[config.mk]
export PLATFORM = sky130hd
export DESIGN_NAME = sew_top
export DESIGN_NICKNAME = d
export VERILOG_FILES = /design/src/sew_pkg.sv /design/src/sew_sync.sv /design/src/sew_top.sv
export SDC_FILE = /design/constraint.sdc
export NUM_CORES = 1
export LEC_CHECK = 0
export BUFFER_PORTS_ARGS = -buffer_cell sky130_fd_sc_hd__buf_2
export CORE_ASPECT_RATIO = 1.4
export CORE_UTILIZATION = 30
export DETAILED_ROUTE_END_ITERATION = 6
export HOLD_SLACK_MARGIN = 0.03
export PLACE_DENSITY = 0.54
export SYNTH_ARGS = -nofsm -noshare
export SYNTH_HDL_FRONTEND = slang
export SYNTH_SLANG_ARGS = --single-unit
[constraint.sdc]
create_clock -name core_clk -period 10.16 [get_ports core_clk]
set_clock_uncertainty 0.15 [all_clocks]
set_input_delay 1.016 -clock core_clk [delete_from_list [all_inputs] [get_ports core_clk]]
set_output_delay 1.016 -clock core_clk [all_outputs]
set_load 0.02 [all_outputs]
[src/sew_pkg.sv]
package sew_pkg;

	// array and page geometry
	localparam int ADDR_W     = 16;
	localparam int OFF_W      = 7;
	localparam int PAGE_BYTES = 128;

	// device type codes in the upper nibble of the address byte
	localparam logic [3:0] TYPE_ARRAY = 4'ha;
	localparam logic [3:0] TYPE_IDENT = 4'hb;

	// word address bits 11:9, which sit in bits 3:1 of the first byte
	localparam int         SEL_LSB    = 1;
	localparam int         SEL_MSB    = 3;
	localparam logic [2:0] IDSEL_PAGE = 3'h0;
	localparam logic [2:0] IDSEL_LOCK = 3'h2;

	// freeze command data bit, direction bit value for a write
	localparam int   LOCK_BIT  = 1;
	localparam logic DIR_WRITE = 1'b0;

	// bit slots within one byte frame
	localparam logic [3:0] BIT_FIRST = 4'h0;
	localparam logic [3:0] BIT_LAST  = 4'h8;
	localparam logic [3:0] ACK_SLOT  = 4'h9;
	// the tenth clock's rise has already counted one slot by the stop
	localparam logic [3:0] STOP_SLOT = 4'h1;

	// program cycle time, longest figure rounded down to whole cycles
	localparam int CLK_KHZ     = 20000;
	localparam int T_WR_US     = 3000;
	localparam int T_WR_CYCLES = (T_WR_US * CLK_KHZ) / 1000;

	typedef enum logic [2:0] {
		ST_IDLE,
		ST_DEV,
		ST_AHI,
		ST_ALO,
		ST_DATA,
		ST_PROG
	} sew_state_t;

endpackage : sew_pkg

[src/sew_sync.sv]
`timescale 1ns/1ps

// two-stage synchroniser; only the second stage leaves this module
module sew_sync #(
	parameter int             W   = 1,
	parameter logic [W-1:0]   RST = '0
) (
	input  wire logic         core_clk,
	input  wire logic         rstn,
	input  wire logic [W-1:0] d,
	output logic      [W-1:0] q
);

	logic [W-1:0] meta_q;
	logic [W-1:0] sync_q;

	// reset to the idle level so release makes no false edges
	always_ff @(posedge core_clk) begin
		if (!rstn) begin
			meta_q <= RST;
			sync_q <= RST;
		end else begin
			meta_q <= d;
			sync_q <= meta_q;
		end
	end

	assign q = sync_q;

endmodule : sew_sync

[src/sew_top.sv]
// Behaviour
// - start, type code 1010 with write bit, acked; both word address bytes acked
// - guard pin high nacks byte-write data and keeps location unchanged
// - byte write programs only on stop in the tenth clock
// - program cycle ignores all inputs, ends within program_cycle_time
// - internal address counter advances once per written byte
// - page write keeps sending bytes, at most 128 held per cycle
// - page write acks each byte while guard low, none while high
// - page write programs only on stop right after last ack
// - only low seven address bits increment, wrapping inside the page
// - beyond 128 bytes later data overwrites earlier bytes of the page
// - busy lasts from valid stop to the end of the program cycle
// - address byte nacked while programming, acked once finished
// - ident_page write uses type 1011, bits 11:9 zero, 7-bit offset
// - locked ident_page nacks its data bytes and stays unchanged
// - page_freeze_command is 1011, bits 11:9 010, data bit 1 set
// - after freezing, later page_freeze_command data bytes are nacked
// - select bits compared with straps; mismatch nacks and goes standby
// - guard pin high also blocks ident_page writes
// - bytes travel msb first, bit 0 low selects a write
`timescale 1ns/1ps

module sew_top
	import sew_pkg::*;
#(
	parameter int WRITE_CYCLES = T_WR_CYCLES
) (
	input  wire logic              core_clk,
	input  wire logic              rstn,
	input  wire logic              scl_in,
	input  wire logic              sda_in,
	output logic                   sda_out,
	output logic                   sda_oe,
	input  wire logic              select_strap_2,
	input  wire logic              select_strap_1,
	input  wire logic              select_strap_0,
	input  wire logic              write_guard,
	output logic                   mem_we,
	output logic                   mem_ident,
	output logic      [ADDR_W-1:0] mem_addr,
	output logic      [7:0]        mem_wdata,
	output logic                   busy,
	output logic                   ident_locked
);

	localparam int CNT_W = $clog2(WRITE_CYCLES + 1);
	localparam logic [CNT_W-1:0] CNT_LAST = CNT_W'(WRITE_CYCLES - 1);
	localparam logic [CNT_W-1:0] CNT_PAGE = CNT_W'(PAGE_BYTES);

	// the walk over the page buffer must fit inside the cycle
	if (WRITE_CYCLES <= PAGE_BYTES) begin : g_bad_cycles
		$error("WRITE_CYCLES must exceed the page size");
	end

	// pins from outside the clock domain
	logic       scl_s;
	logic       sda_s;
	logic       wp_s;
	logic [2:0] strap_s;

	sew_sync #(.W(2), .RST(2'h3)) u_sync_bus (
		.core_clk (core_clk),
		.rstn     (rstn),
		.d        ({scl_in, sda_in}),
		.q        ({scl_s, sda_s})
	);

	sew_sync #(.W(4), .RST(4'h0)) u_sync_pins (
		.core_clk (core_clk),
		.rstn     (rstn),
		.d        ({write_guard, select_strap_2, select_strap_1,
		            select_strap_0}),
		.q        ({wp_s, strap_s})
	);

	sew_state_t              state_q;
	logic                    scl_prev_q;
	logic                    sda_prev_q;
	logic       [3:0]        bit_cnt_q;
	logic       [7:0]        shift_q;
	logic       [7:0]        hi_q;
	logic                    ident_q;
	logic       [ADDR_W-1:0] addr_q;
	logic                    got_q;
	logic                    lock_pend_q;
	logic                    locked_q;
	logic       [PAGE_BYTES-1:0] vld_q;
	logic       [7:0]        buf_q [PAGE_BYTES];
	logic       [CNT_W-1:0]  prog_cnt_q;
	logic       [CNT_W-1:0]  busy_len_q;
	logic                    busy_q;
	logic                    sda_oe_q;
	logic                    sda_out_q;
	logic                    mem_we_q;
	logic                    mem_ident_q;
	logic       [ADDR_W-1:0] mem_addr_q;
	logic       [7:0]        mem_wdata_q;

	// bus events seen on the synchronised lines
	wire scl_rise = scl_s & ~scl_prev_q;
	wire scl_fall = ~scl_s & scl_prev_q;
	wire ev_start = scl_s & scl_prev_q & sda_prev_q & ~sda_s;
	wire ev_stop  = scl_s & scl_prev_q & ~sda_prev_q & sda_s;
	wire in_prog  = (state_q == ST_PROG);
	wire bit_in   = scl_rise && (bit_cnt_q < BIT_LAST) && !in_prog;
	wire byte_done = scl_fall && (bit_cnt_q == BIT_LAST) && !in_prog;
	wire ack_end  = scl_fall && (bit_cnt_q == ACK_SLOT) && !in_prog;

	// address byte decode, msb first with direction in bit 0
	wire [3:0] type_code = shift_q[7:4];
	wire type_ok   = (type_code == TYPE_ARRAY) || (type_code == TYPE_IDENT);
	wire dev_match = type_ok && (shift_q[3:1] == strap_s)
	                 && (shift_q[0] == DIR_WRITE);

	// what the stored word address selects
	wire [2:0] id_sel = hi_q[SEL_MSB:SEL_LSB];
	wire is_ident_page   = ident_q && (id_sel == IDSEL_PAGE);
	wire is_freeze    = ident_q && (id_sel == IDSEL_LOCK);
	wire freeze_ok    = is_freeze && !locked_q && shift_q[LOCK_BIT]
	                    && !got_q;
	wire page_ok      = !ident_q || (is_ident_page && !locked_q);
	wire data_ok      = !wp_s && (page_ok || freeze_ok);

	// ack decision and next state at the end of each byte
	logic       ack_now;
	sew_state_t nxt_state;
	always_comb begin
		ack_now   = 1'b0;
		nxt_state = ST_IDLE;
		unique case (state_q)
			ST_DEV: begin
				ack_now   = dev_match;
				nxt_state = dev_match ? ST_AHI : ST_IDLE;
			end
			ST_AHI: begin
				ack_now   = 1'b1;
				nxt_state = ST_ALO;
			end
			ST_ALO: begin
				ack_now   = 1'b1;
				nxt_state = ST_DATA;
			end
			ST_DATA: begin
				ack_now   = data_ok;
				nxt_state = ST_DATA;
			end
			ST_IDLE, ST_PROG: begin
				ack_now   = 1'b0;
				nxt_state = state_q;
			end
		endcase
	end

	wire take     = byte_done && (state_q == ST_DATA) && data_ok;
	wire take_buf = take && !freeze_ok;
	// stop counts only in the clock right after a data byte's ack slot, once a data byte of the transfer was acked
	wire stop_ok  = ev_stop && (state_q == ST_DATA) && got_q
	                && (bit_cnt_q == STOP_SLOT);
	wire cnt_done = (prog_cnt_q == CNT_LAST);
	wire [OFF_W-1:0] walk_idx = prog_cnt_q[OFF_W-1:0];
	wire walk_we  = in_prog && (prog_cnt_q < CNT_PAGE) && vld_q[walk_idx];
	wire [OFF_W-1:0] next_off = addr_q[OFF_W-1:0] + OFF_W'(1);

	// line history for edge and condition detection
	always_ff @(posedge core_clk) begin
		if (!rstn) begin
			scl_prev_q <= 1'b1;
			sda_prev_q <= 1'b1;
		end else begin
			scl_prev_q <= scl_s;
			sda_prev_q <= sda_s;
		end
	end

	// protocol state; the program cycle sees no bus event at all
	always_ff @(posedge core_clk) begin
		if (!rstn) begin
			state_q <= ST_IDLE;
		end else if (in_prog) begin
			state_q <= cnt_done ? ST_IDLE : ST_PROG;
		end else if (ev_start) begin
			state_q <= ST_DEV;
		end else if (ev_stop) begin
			state_q <= stop_ok ? ST_PROG : ST_IDLE;
		end else if (byte_done) begin
			state_q <= nxt_state;
		end
	end

	// bit slot counter and msb-first shift register
	always_ff @(posedge core_clk) begin
		if (!rstn) begin
			bit_cnt_q <= BIT_FIRST;
			shift_q   <= 8'h00;
		end else if (in_prog || ev_start || ev_stop || ack_end) begin
			bit_cnt_q <= BIT_FIRST;
		end else if (bit_in) begin
			bit_cnt_q <= bit_cnt_q + 4'h1;
			shift_q   <= {shift_q[6:0], sda_s};
		end else if (byte_done) begin
			bit_cnt_q <= ACK_SLOT;
		end
	end

	// acknowledge driver: pulled low for the whole ninth clock
	always_ff @(posedge core_clk) begin
		if (!rstn) begin
			sda_oe_q  <= 1'b0;
			sda_out_q <= 1'b0;
		end else if (in_prog || ev_start || ev_stop || ack_end) begin
			sda_oe_q  <= 1'b0;
		end else if (byte_done) begin
			sda_oe_q  <= ack_now;
		end
	end

	// word address capture and in-page counter
	always_ff @(posedge core_clk) begin
		if (!rstn) begin
			hi_q    <= 8'h00;
			ident_q <= 1'b0;
			addr_q  <= '0;
		end else if (byte_done && state_q == ST_DEV) begin
			ident_q <= (type_code == TYPE_IDENT);
		end else if (byte_done && state_q == ST_AHI) begin
			hi_q <= shift_q;
		end else if (byte_done && state_q == ST_ALO) begin
			addr_q <= {hi_q, shift_q};
		end else if (take) begin
			// upper bits hold the page row, low bits wrap
			addr_q <= {addr_q[ADDR_W-1:OFF_W], next_off};
		end
	end

	// accepted bytes and pending freeze; a new start outside the program cycle drops them
	always_ff @(posedge core_clk) begin
		if (!rstn) begin
			got_q       <= 1'b0;
			lock_pend_q <= 1'b0;
			vld_q       <= '0;
		end else if (ev_start && !in_prog) begin
			got_q       <= 1'b0;
			lock_pend_q <= 1'b0;
			vld_q       <= '0;
		end else if (in_prog && cnt_done) begin
			got_q       <= 1'b0;
			lock_pend_q <= 1'b0;
			vld_q       <= '0;
		end else if (take) begin
			got_q <= 1'b1;
			if (freeze_ok) begin
				lock_pend_q <= 1'b1;
			end else begin
				vld_q[addr_q[OFF_W-1:0]] <= 1'b1;
			end
		end
	end

	// page buffer; a rewrite of the same offset replaces older data
	always_ff @(posedge core_clk) begin
		if (take_buf) begin
			buf_q[addr_q[OFF_W-1:0]] <= shift_q;
		end
	end

	// freeze bit; held only while powered
	always_ff @(posedge core_clk) begin
		if (!rstn) begin
			locked_q <= 1'b0;
		end else if (in_prog && cnt_done && lock_pend_q) begin
			locked_q <= 1'b1;
		end
	end

	// self-timed cycle: walk the buffer, then wait out the time
	always_ff @(posedge core_clk) begin
		if (!rstn) begin
			prog_cnt_q  <= '0;
			mem_we_q    <= 1'b0;
			mem_ident_q <= 1'b0;
			mem_addr_q  <= '0;
			mem_wdata_q <= 8'h00;
			busy_q      <= 1'b0;
		end else begin
			mem_we_q <= walk_we;
			busy_q   <= in_prog;
			if (walk_we) begin
				mem_ident_q <= ident_q;
				mem_addr_q  <= {addr_q[ADDR_W-1:OFF_W], walk_idx};
				mem_wdata_q <= buf_q[walk_idx];
			end
			prog_cnt_q <= (in_prog && !cnt_done) ?
			              prog_cnt_q + CNT_W'(1) : '0;
		end
	end

	assign sda_oe       = sda_oe_q;
	assign sda_out      = sda_out_q;
	assign mem_we       = mem_we_q;
	assign mem_ident    = mem_ident_q;
	assign mem_addr     = mem_addr_q;
	assign mem_wdata    = mem_wdata_q;
	assign busy         = busy_q;
	assign ident_locked = locked_q;

	// busy length counted here; the limit is far too long to unroll
	always_ff @(posedge core_clk) begin
		busy_len_q <= (rstn && in_prog) ? busy_len_q + CNT_W'(1) : '0;
	end
endmodule : sew_top

After elaboration in Yosys (flattened, before gate mapping)
Memory sizes are Yosys's and may differ from the RTL's. A register that Yosys moved wholly into a read port is not among the register bits.
Index checks and enable logic that the tools add are counted.
{"block": "word_totals", "ff_bits": 221, "ram_bits": 1024, "inputBits": 8, "out_inout_bits": 30, "elab_cells": 146, "n_memories": 1}
{"block": "op_classes", "addsub": 3, "magnitude_cmp": 5, "eq_ne": 14, "n_mux": 19, "bitwise": 18, "reduce_logical": 63}
{"name": "buf_q", "words": 128, "width": 8, "read_ports": 1, "rd_clocked_by_memory_dff": 1, "wr": 1, "line_no": "sew_top.sv:88", "text": "logic [7:0] buf_q [PAGE_BYTES];"}
{"cell": "128-bit OR", "n": 1}
{"cell": "1-bit logical AND", "n": 31}
{"cell": "3-bit 2-to-1 mux", "n": 6}
{"cell": "16-bit by 1-bit adder with 16-bit output, second input constant", "n": 1}
{"cell": "16-bit equality test, second input constant", "n": 1}
{"cell": "4-bit equality test, second input constant", "n": 4}
{"cell": "16-bit by 8-bit less-than comparator with 1-bit output, second input constant", "n": 1}
{"cell": "7-bit by 8-bit less-than comparator with 1-bit output, second input constant", "n": 2}
{"cell": "16-bit 2-to-1 mux", "n": 1}
{"cell": "2-bit AND reduction", "n": 6}
{"cell": "1-bit inverter", "n": 10}
{"cell": "3-bit by 2-bit equality test with 1-bit output, second input constant", "n": 3}
{"cell": "3-bit case mux with 3 select lines", "n": 1}
{"cell": "1-bit zero test", "n": 8}
{"cell": "4-bit 2-to-1 mux", "n": 2}
{"cell": "2-bit OR reduction", "n": 4}
{"cell": "7-bit by 1-bit adder with 7-bit output, second input constant", "n": 1}
{"cell": "1-bit AND", "n": 7}
{"cell": "1-bit binary-select mux with 7-bit select", "n": 1}
{"cell": "1-bit demux with 7-bit select", "n": 1}
{"cell": "7-bit by 1-bit greater-or-equal comparator with 1-bit output, second input constant", "n": 1}
{"cell": "7-bit 2-to-1 mux", "n": 1}
{"cell": "3-bit equality test, second input constant", "n": 2}
{"cell": "3-bit zero test", "n": 2}
{"cell": "other kinds (14)", "n": 24}

Longest topological paths before layout
Gate-level depths: netlist of the first run.
{"block": "logic_depth", "word_depth": 11, "ltp_mapped": 14, "ltp_nobuf": 8}

Hierarchy
From an unflattened synthesis of the first run, not the netlist that was laid out.
{"block": "unflattened", "cells_unflattened": 2771, "area_unflattened_um2": 48898.1}
{"mod": "sew_top", "n_inst": 1, "cells_per_inst": 2747, "area_each_um2": 48582.8}
{"mod": "sew_sync at u_sync_pins", "n_inst": 1, "cells_per_inst": 16, "area_each_um2": 210.2}
{"mod": "sew_sync at u_sync_bus", "n_inst": 1, "cells_per_inst": 8, "area_each_um2": 105.1}

Worst setup path before layout of the first run
Ideal clock, no wire load.
{"block": "synth_path", "path_type": "register -> register", "from": "reg shift_q[1]", "to": "reg addr_q[6]", "setup_ns": 0.087, "t_arrival_ns": 3.500, "slack_ns": 6.423, "path_stages_with_launch": 8, "path_buffers": 0, "synth_period_minus_slack_ns": 3.737, "cell_sequence": "dfxtp_1 > nor2b_1 > o21ai_0 > a211oi_2 > and4_1 > and3_1 > xnor2_1 > a211oi_1"}
{"block": "synth_between", "elab_chain_len": 7}
{"element": "start, declared", "line_no": "sew_top.sv:80", "text": "logic [7:0] shift_q;"}
{"element": "start signal, assigned", "line_no": "sew_top.sv:199", "text": "shift_q <= {shift_q[6:0], sda_s};"}
{"element": "1-bit logical AND", "line_no": "sew_top.sv:119", "text": "wire freeze_ok = is_freeze && !locked_q && shift_q[LOCK_BIT]"}
{"element": "1-bit logical AND", "line_no": "sew_top.sv:120", "text": "&& !got_q;"}
{"element": "1-bit logical OR", "line_no": "sew_top.sv:122", "text": "wire data_ok = !wp_s && (page_ok || freeze_ok);"}
{"element": "1-bit logical AND", "line_no": "sew_top.sv:122"}
{"element": "1-bit logical AND", "line_no": "sew_top.sv:154", "text": "wire take = byte_done && (state_q == ST_DATA) && data_ok;"}
{"element": "2-bit nonzero test (no source line)"}
{"element": "3-bit AND reduction (no source line)"}
{"element": "end signal, assigned", "line_no": "sew_top.sv:228", "text": "addr_q <= {hi_q, shift_q};"}
{"element": "end signal, assigned", "line_no": "sew_top.sv:231", "text": "addr_q <= {addr_q[ADDR_W-1:OFF_W], next_off};"}
{"element": "end, declared", "line_no": "sew_top.sv:83", "text": "logic [ADDR_W-1:0] addr_q;"}
Every way passes these cells.
A chain may end at the register's enable or synchronous reset.

Final worst setup path of the first run
{"block": "layout_path", "from": "reg prog_cnt_q[0]", "to": "reg mem_addr_q[3], in the netlist mem_addr[3]"}
{"block": "layout_between", "elab_chain_len": 3, "word_cells_on_any_way": 5, "classes_between": "order compare: 1; mux: 2; reduce/logical: 2"}
{"element": "start, declared", "line_no": "sew_top.sv:89", "text": "logic [CNT_W-1:0] prog_cnt_q;"}
{"element": "start signal, assigned", "line_no": "sew_top.sv:292", "text": "prog_cnt_q <= (in_prog && !cnt_done) ?"}
{"element": "1-bit binary-select mux with 7-bit select or 16-bit by 8-bit less-than comparator with 1-bit output (tied branches)", "line_no": "sew_top.sv:161", "text": "wire walk_we = in_prog && (prog_cnt_q < CNT_PAGE) && vld_q[walk_idx];"}
{"element": "1-bit 2-to-1 mux (not written as such) or 1-bit logical AND (tied branches)", "line_no": "sew_top.sv:161"}
{"element": "1-bit logical AND *", "line_no": "sew_top.sv:161"}
{"element": "end signal, assigned", "line_no": "sew_top.sv:289", "text": "mem_addr_q <= {addr_q[ADDR_W-1:OFF_W], walk_idx};"}
{"element": "end, declared", "line_no": "sew_top.sv:96", "text": "logic [ADDR_W-1:0] mem_addr_q;"}
Mark *: on every way between the ends. The rest lies on a longest branch, timed or not. The select of a mux whose other input is x is not followed.

==> impl_metrics.toml, run 1 <==
[worst_setup_path]
slowest_delay_ns = 0.83
worst-path-max-fanout = 84
crit_chain = "buf_12 > buf_4 > mux4_2 > nand2_1 > a311oi_1 > nor3_2 > nor3_4 > buf_4 > mux2i_1"
path_common_cell = "buf_4"
slowest_stage = "dfxtp_4"
startpoint_type = "flip-flop"
crit_family = "buffers and inverters"
cp.required_ns = 10.67
cp-end-kind = "flip-flop"
critical_path_class = "flip-flop to flip-flop"
cp_num_buf_inv = 3
r2r_setup_slack_ns = 5.26
arrival_ns = 5.41

[cells_and_area]
multi_input_area_mm2 = 0.0125
fin_cells = 5036
final_core_util_pct = 33.9
area_delta_synth_final_pct = 12.4
final_common_cell = "edfxtp_1"
n_fill_cell = 15368
final-seq-area_mm2 = 0.0354
layout_common_cells = "1024 x edfxtp_1, 281 x nor2_1, 264 x mux4_2, 217 x dfxtp_1, 165 x nand2_1"
layout-drive-gt1-share_pct = 19.5
fin_nets = 2826

[clock_network]
post-cts-setup-buffers = 0
clk_pin_slew_ns = 0.07
clkLatencyLatePin_ns = 0.74
cts.path.max_buffers = 3
clock_sinks = 1253
cts_resized = 0
root_buffer = "clkbuf_16"
holdBufCountCts = 0
htree_levels = 3
cts_buffers = 111
cts_tree = "done"

[placed_design]
dp_hpwl_um = 84000
port_buffers = 36
place_inst = 4824
dp_slack_ns = 5.15
place_congestion = 0.913

[synthesis]
synth_xor_area_share_pct = 0.429
synth-edff-count = 1024
ys_top_cells_by_area = "edfxtp_1 63%, mux4_2 12%, dfxtp_1 9.4%"
synth_area_mm2 = 0.0490
synthDominantCellAreaShare_pct = 62.7
syn_inst = 2780
synth_warnings = 0
syn_nets = 2793
synthArstFlopShare_pct = 0
yosysTopAreaCell = "edfxtp_1"
synth.distinct_cells = 78
synth_ff_type = "edfxtp_1"
synth_top_family_by_area = "multiplexers"
synth_compound_area_share_pct = 4.90
muxShareOfSynthArea_pct = 14.6
syn_area_per_cell_um2 = 17.6
yosysSeqAreaShare_pct = 72.1
synth_fa_ha_area_share_pct = 0.128
synth_simple_gate_area_share_pct = 5.47
ys_ff_latch = 1253

[sta]
finalCriticalPeriod_ns = 4.90
setup_viol = 0
setup_slack_ns = 5.26
fin_tns_setup_ns = 0
finalHoldViolCount = 0
max_freq_ghz = 0.204
worst_pin_slew_ns = 1.36
fin_crit_sh_pct = 48.2
slew_violations = 0
slew_headroom_pct = 9.58
rsz0062_at_grt = "no"

[grt]
antenna_found_initial = 1
grt_pass1_vias = 25852
grt_max_degree = 110
grt_first_pass_wirelength_um = 193000
grt-ovfl-total = 0
track_usage_pct = 16.4

[outcome]
status = "finished clean"

[detailed_routing]
drt_first_pass_iters = 5
vias = 25781
via_per_inst = 5.12
wl_per_cell_um = 26.9
drc_errors = 0
postRouteAntennaNets = 0
routed_wl_um = 135000
drt_iter0_markers = 2394

[die]
core.rowCount = 175
die_area_mm2 = 0.165
io-pin-count = 38
core_area_mm2 = 0.162
initial_core_util_pct = 30.2
die_x_um = 344
die_h_um = 480

[job]
max_cap_viol_count = 0

[min_path]
hold_path.class = "flip-flop to flip-flop"

[pwr]
p_leak_uw = 0.0169
power_density_mw_per_mm2 = 182
vdd_ir_drop_max_mv = 0.136
-- report_power, final --
| group | internal [uW] | total (uW) | switching, uW |
|---|---|---|---|
| clock | 2530 | 4480 | 1950 |
| combinational | 10.0 | 41.7 | 31.7 |
| sequential | 5480 | 5480 | 5.74 |
-- per-layer routing --
layer | global-route usage [%] | wire length (um) | up-vias | part of all wire (%)
met1 | 20.2 | 53100 | 13699 | 39
met3 | 2.22 | 7020 | 212 | 5.2
met2 | 28.4 | 69600 | 839 | 51
li1 | - | - | 11031 | -
met5 | 0 | 0 | - | 0
met4 | 7.15 | 5540 | 0 | 4.1
-- synth_stat cells, drive strengths merged (3+ instances only) --
master / count
and2: 15
o21a: 96
mux4: 264
and3: 8
nand2: 166
a22o: 8
a2111oi: 5
nand3: 33
a22oi: 29
o22ai: 17
nand4: 4
or4: 7
o32ai: 3
or2: 5
dfxtp: 229
nor2: 284
nor2b: 15
o211ai: 8
buf: 103
mux2i: 110
nor3b: 4
o211a: 3
ha: 5
clkbuf: 60
a211oi: 19
nor4: 8
a311oi: 6
a31oi: 7
o2111ai: 4
xnor2: 15
nand3b: 4
o221ai: 8
o311ai: 4
inv: 14
a221oi: 20
a21oi: 58
a211o: 4
o21ai: 20
edfxtp: 1024
xor2: 9
nor3: 19
nand2b: 24
mux2: 8
-- state kept, by name, indices dropped and copies added, names as in the netlist, 2 cells and up --
register and cells:
mem_addr 16, u_sync_bus.meta_q 2, state_q 3, vld_q 128, u_sync_pins.meta_q 4, mem_wdata 8, buf_q 1024, shift_q 8
hi_q 8, u_sync_bus.q 2, bit_cnt_q 4, addr_q 16, prog_cnt_q 16, u_sync_pins.q 4
-- logic make-up (layout without fill, tap and decap cells) --
group,Yosys count,count (layout)
adder cells (fa/ha/maj),5,5
buffers and inverters,179,310
flip-flops,1253,1253
multiplexers,382,382
other,1,2
AO/OA/AOI/OAI,329,329
AND/OR/NAND/NOR,607,607
XOR/XNOR,24,24
-- final timing paths --
kind / from / end / cells past startpoint
hold reg to reg: u_sync_pins.meta_q[0] / u_sync_pins.q[0] / 1
hold / removal: u_sync_pins.meta_q[0] / u_sync_pins.q[0] / 1
setup / recovery: prog_cnt_q[0] / mem_addr[3] / 9
setup reg to reg: prog_cnt_q[0] / mem_addr[3] / 9
-- through the flow --
stage	hold slack (ns)	instance area, um2	total power [uW]
CTS	0.267	55100	10100
finish	0.301	55100	10000
detailed placement	0.283	51200	5640
floorplan	0.236	49000	5620
global placement	0.287	51200	5640
global route	0.320	55100	10300
-- cell type report --
type | count | share of cell area (%)
flip-flops and latches | 1253 | 64.2
multi-input cells | 1348 | 22.7
clock buffers | 151 | 5.61
well taps | 2124 | 4.83
clock inverters | 60 | 1.44
repair buffers | 84 | 1.05
inverters | 15 | 0.102
diodes | 1 | 0.00454
No activity file was read; power rests on OpenSTA's default activity.
==> run 2: changes to the inputs <==
- clock period: 10.16 -> 5.1 ns (I/O delays scaled with it)
==> impl_metrics.toml, run 2 (same netlist as run 1, synthesis figures left out) <==
[detailed_routing]
drt_iter0_markers = 2158
vias = 26223
drc_errors = 0
via_per_inst = 5.14
postRouteAntennaNets = 0
wl_per_cell_um = 27.4
drt_first_pass_iters = 5
routed_wl_um = 140000

[grt]
track_usage_pct = 16.9
grt_first_pass_wirelength_um = 200000
grt_max_degree = 96
antenna_found_initial = 3
grt_pass1_vias = 26643
grt-ovfl-total = 0

[sta]
slew_headroom_pct = 6.99
setup_viol = 0
finalCriticalPeriod_ns = 4.03
max_freq_ghz = 0.248
rsz0062_at_grt = "no"
worst_pin_slew_ns = 1.39
fin_tns_setup_ns = 0
slew_violations = 0
fin_crit_sh_pct = 79.0
finalHoldViolCount = 0
whs_ns = 0.146

[worst_setup_path]
crit_chain = "nor4b_1 > nand4_1 > nor3b_1 > nand2_1 > nor2_1"
startpoint_type = "flip-flop"
crit_family = "simple AND/OR/NAND/NOR gates"
slowest_stage = "nor3b_1"
cp.required_ns = 5.29
slowest_delay_ns = 0.92
cp-end-kind = "flip-flop"
critical_path_class = "flip-flop to flip-flop"
worst-path-max-fanout = 10
cp_num_buf_inv = 0
arrival_ns = 4.22

[clock_network]
cts_buffers = 110
clock_sinks = 1253
htree_levels = 3
clk_pin_slew_ns = 0.07
cts_tree = "done"
cts.path.max_buffers = 3
root_buffer = "clkbuf_16"
post-cts-setup-buffers = 0
clkLatencyLatePin_ns = 0.74

[die]
die_area_mm2 = 0.165
die_h_um = 480
initial_core_util_pct = 30.2
die_x_um = 344
core.rowCount = 175
core_area_mm2 = 0.162
io-pin-count = 38

[pwr]
vdd_ir_drop_max_mv = 0.228
power_density_mw_per_mm2 = 353
p_leak_uw = 0.0172

[cells_and_area]
fin_nets = 2892
design_area_mm2 = 0.0555
final_common_cell = "edfxtp_1"
layout-drive-gt1-share_pct = 21.2
largest_reg_flops = 1024
layout_common_cells = "1024 x edfxtp_1, 281 x nor2_1, 264 x mux4_2, 217 x dfxtp_1, 165 x nand2_1"
area_delta_synth_final_pct = 13.2

[min_path]
hold_path.class = "input pin to flip-flop"

[placed_design]
place_congestion = 0.906
placed_area_mm2 = 0.0518
port_buffers = 36
dp_hpwl_um = 90200

[job]
max_cap_viol_count = 0

[outcome]
status = "finished clean"
-- run 2: cell count changes in the layout (fill, tap and decap cells not counted), sizes merged --
cell         change
bufinv           -9
clkbuf           +9
diode            +1
clkinvlp         -3
dlygate4sd3      +6
inv              +1
buf             +61
-- run 2: final timing paths --
kind,cells after the start,start,slack [ns],endpoint
worst max-delay path,5,state_q[2],1.07,buf_q[48][1]
worst min-delay path,2,rstn,0.15,u_sync_bus.q[0]
worst max register to register,5,state_q[2],1.07,buf_q[48][1]
worst min register to register,1,u_sync_bus.meta_q[0],0.28,u_sync_bus.q[0]
-- run 2: where the power goes --
group	switching [uW]	internal (uW)
Sequential	8.92	10900
Clock	3840	4720
Combinational	69.2	24.9
-- run 2: worst register-to-register path: cells and delay by family, from the launching register on --
family | cells | cell delay (ns)
flops | 1 | 0.49
simple gates | 5 | 2.99
-- run 2: routing by layer --
layer  GRT usage [%]  wire length, um  up-vias
met2            30.0            72400      890
met1            20.2            54100    13899
met3            2.21             6810      259
li1                -                -    11173
met4            7.59             6470        2
met5               0               13        -
-- run 2: timing repair --
| item | 4_1_cts | 5_1_grt |
|---|---|---|
| hold buffers | 6 | 0 |
| endpoints found under the setup margin | 0 | 0 |
| endpoints found under the hold margin | 6 | 0 |
| resized for setup | 0 | 0 |
-- run 2: area by class of cell --
cell class              instances  area [um2]
diodes                          2        5.00
clock buffers                 160        3230
clock inverters                49         423
fillers                     15271      107000
inverters                      15        56.3
multi-input cells            1348       12500
flip-flops and latches       1253       35400
well taps                    2124        2660
repair buffers                151        1210
-- run 2: through the flow --
step / setup WS, ns / cells / total power [uW] / util [%]
global route: 0.987 / 5101 / 20000 / 34.2
CTS: 1.06 / 5100 / 19700 / 34.2
floorplan: 1.36 / 2780 / 11200 / -
global placement: 1.05 / 4885 / 11200 / 31.9
finish: 1.07 / 5102 / 19600 / 34.2
detailed placement: 1.08 / 4885 / 11200 / 31.9
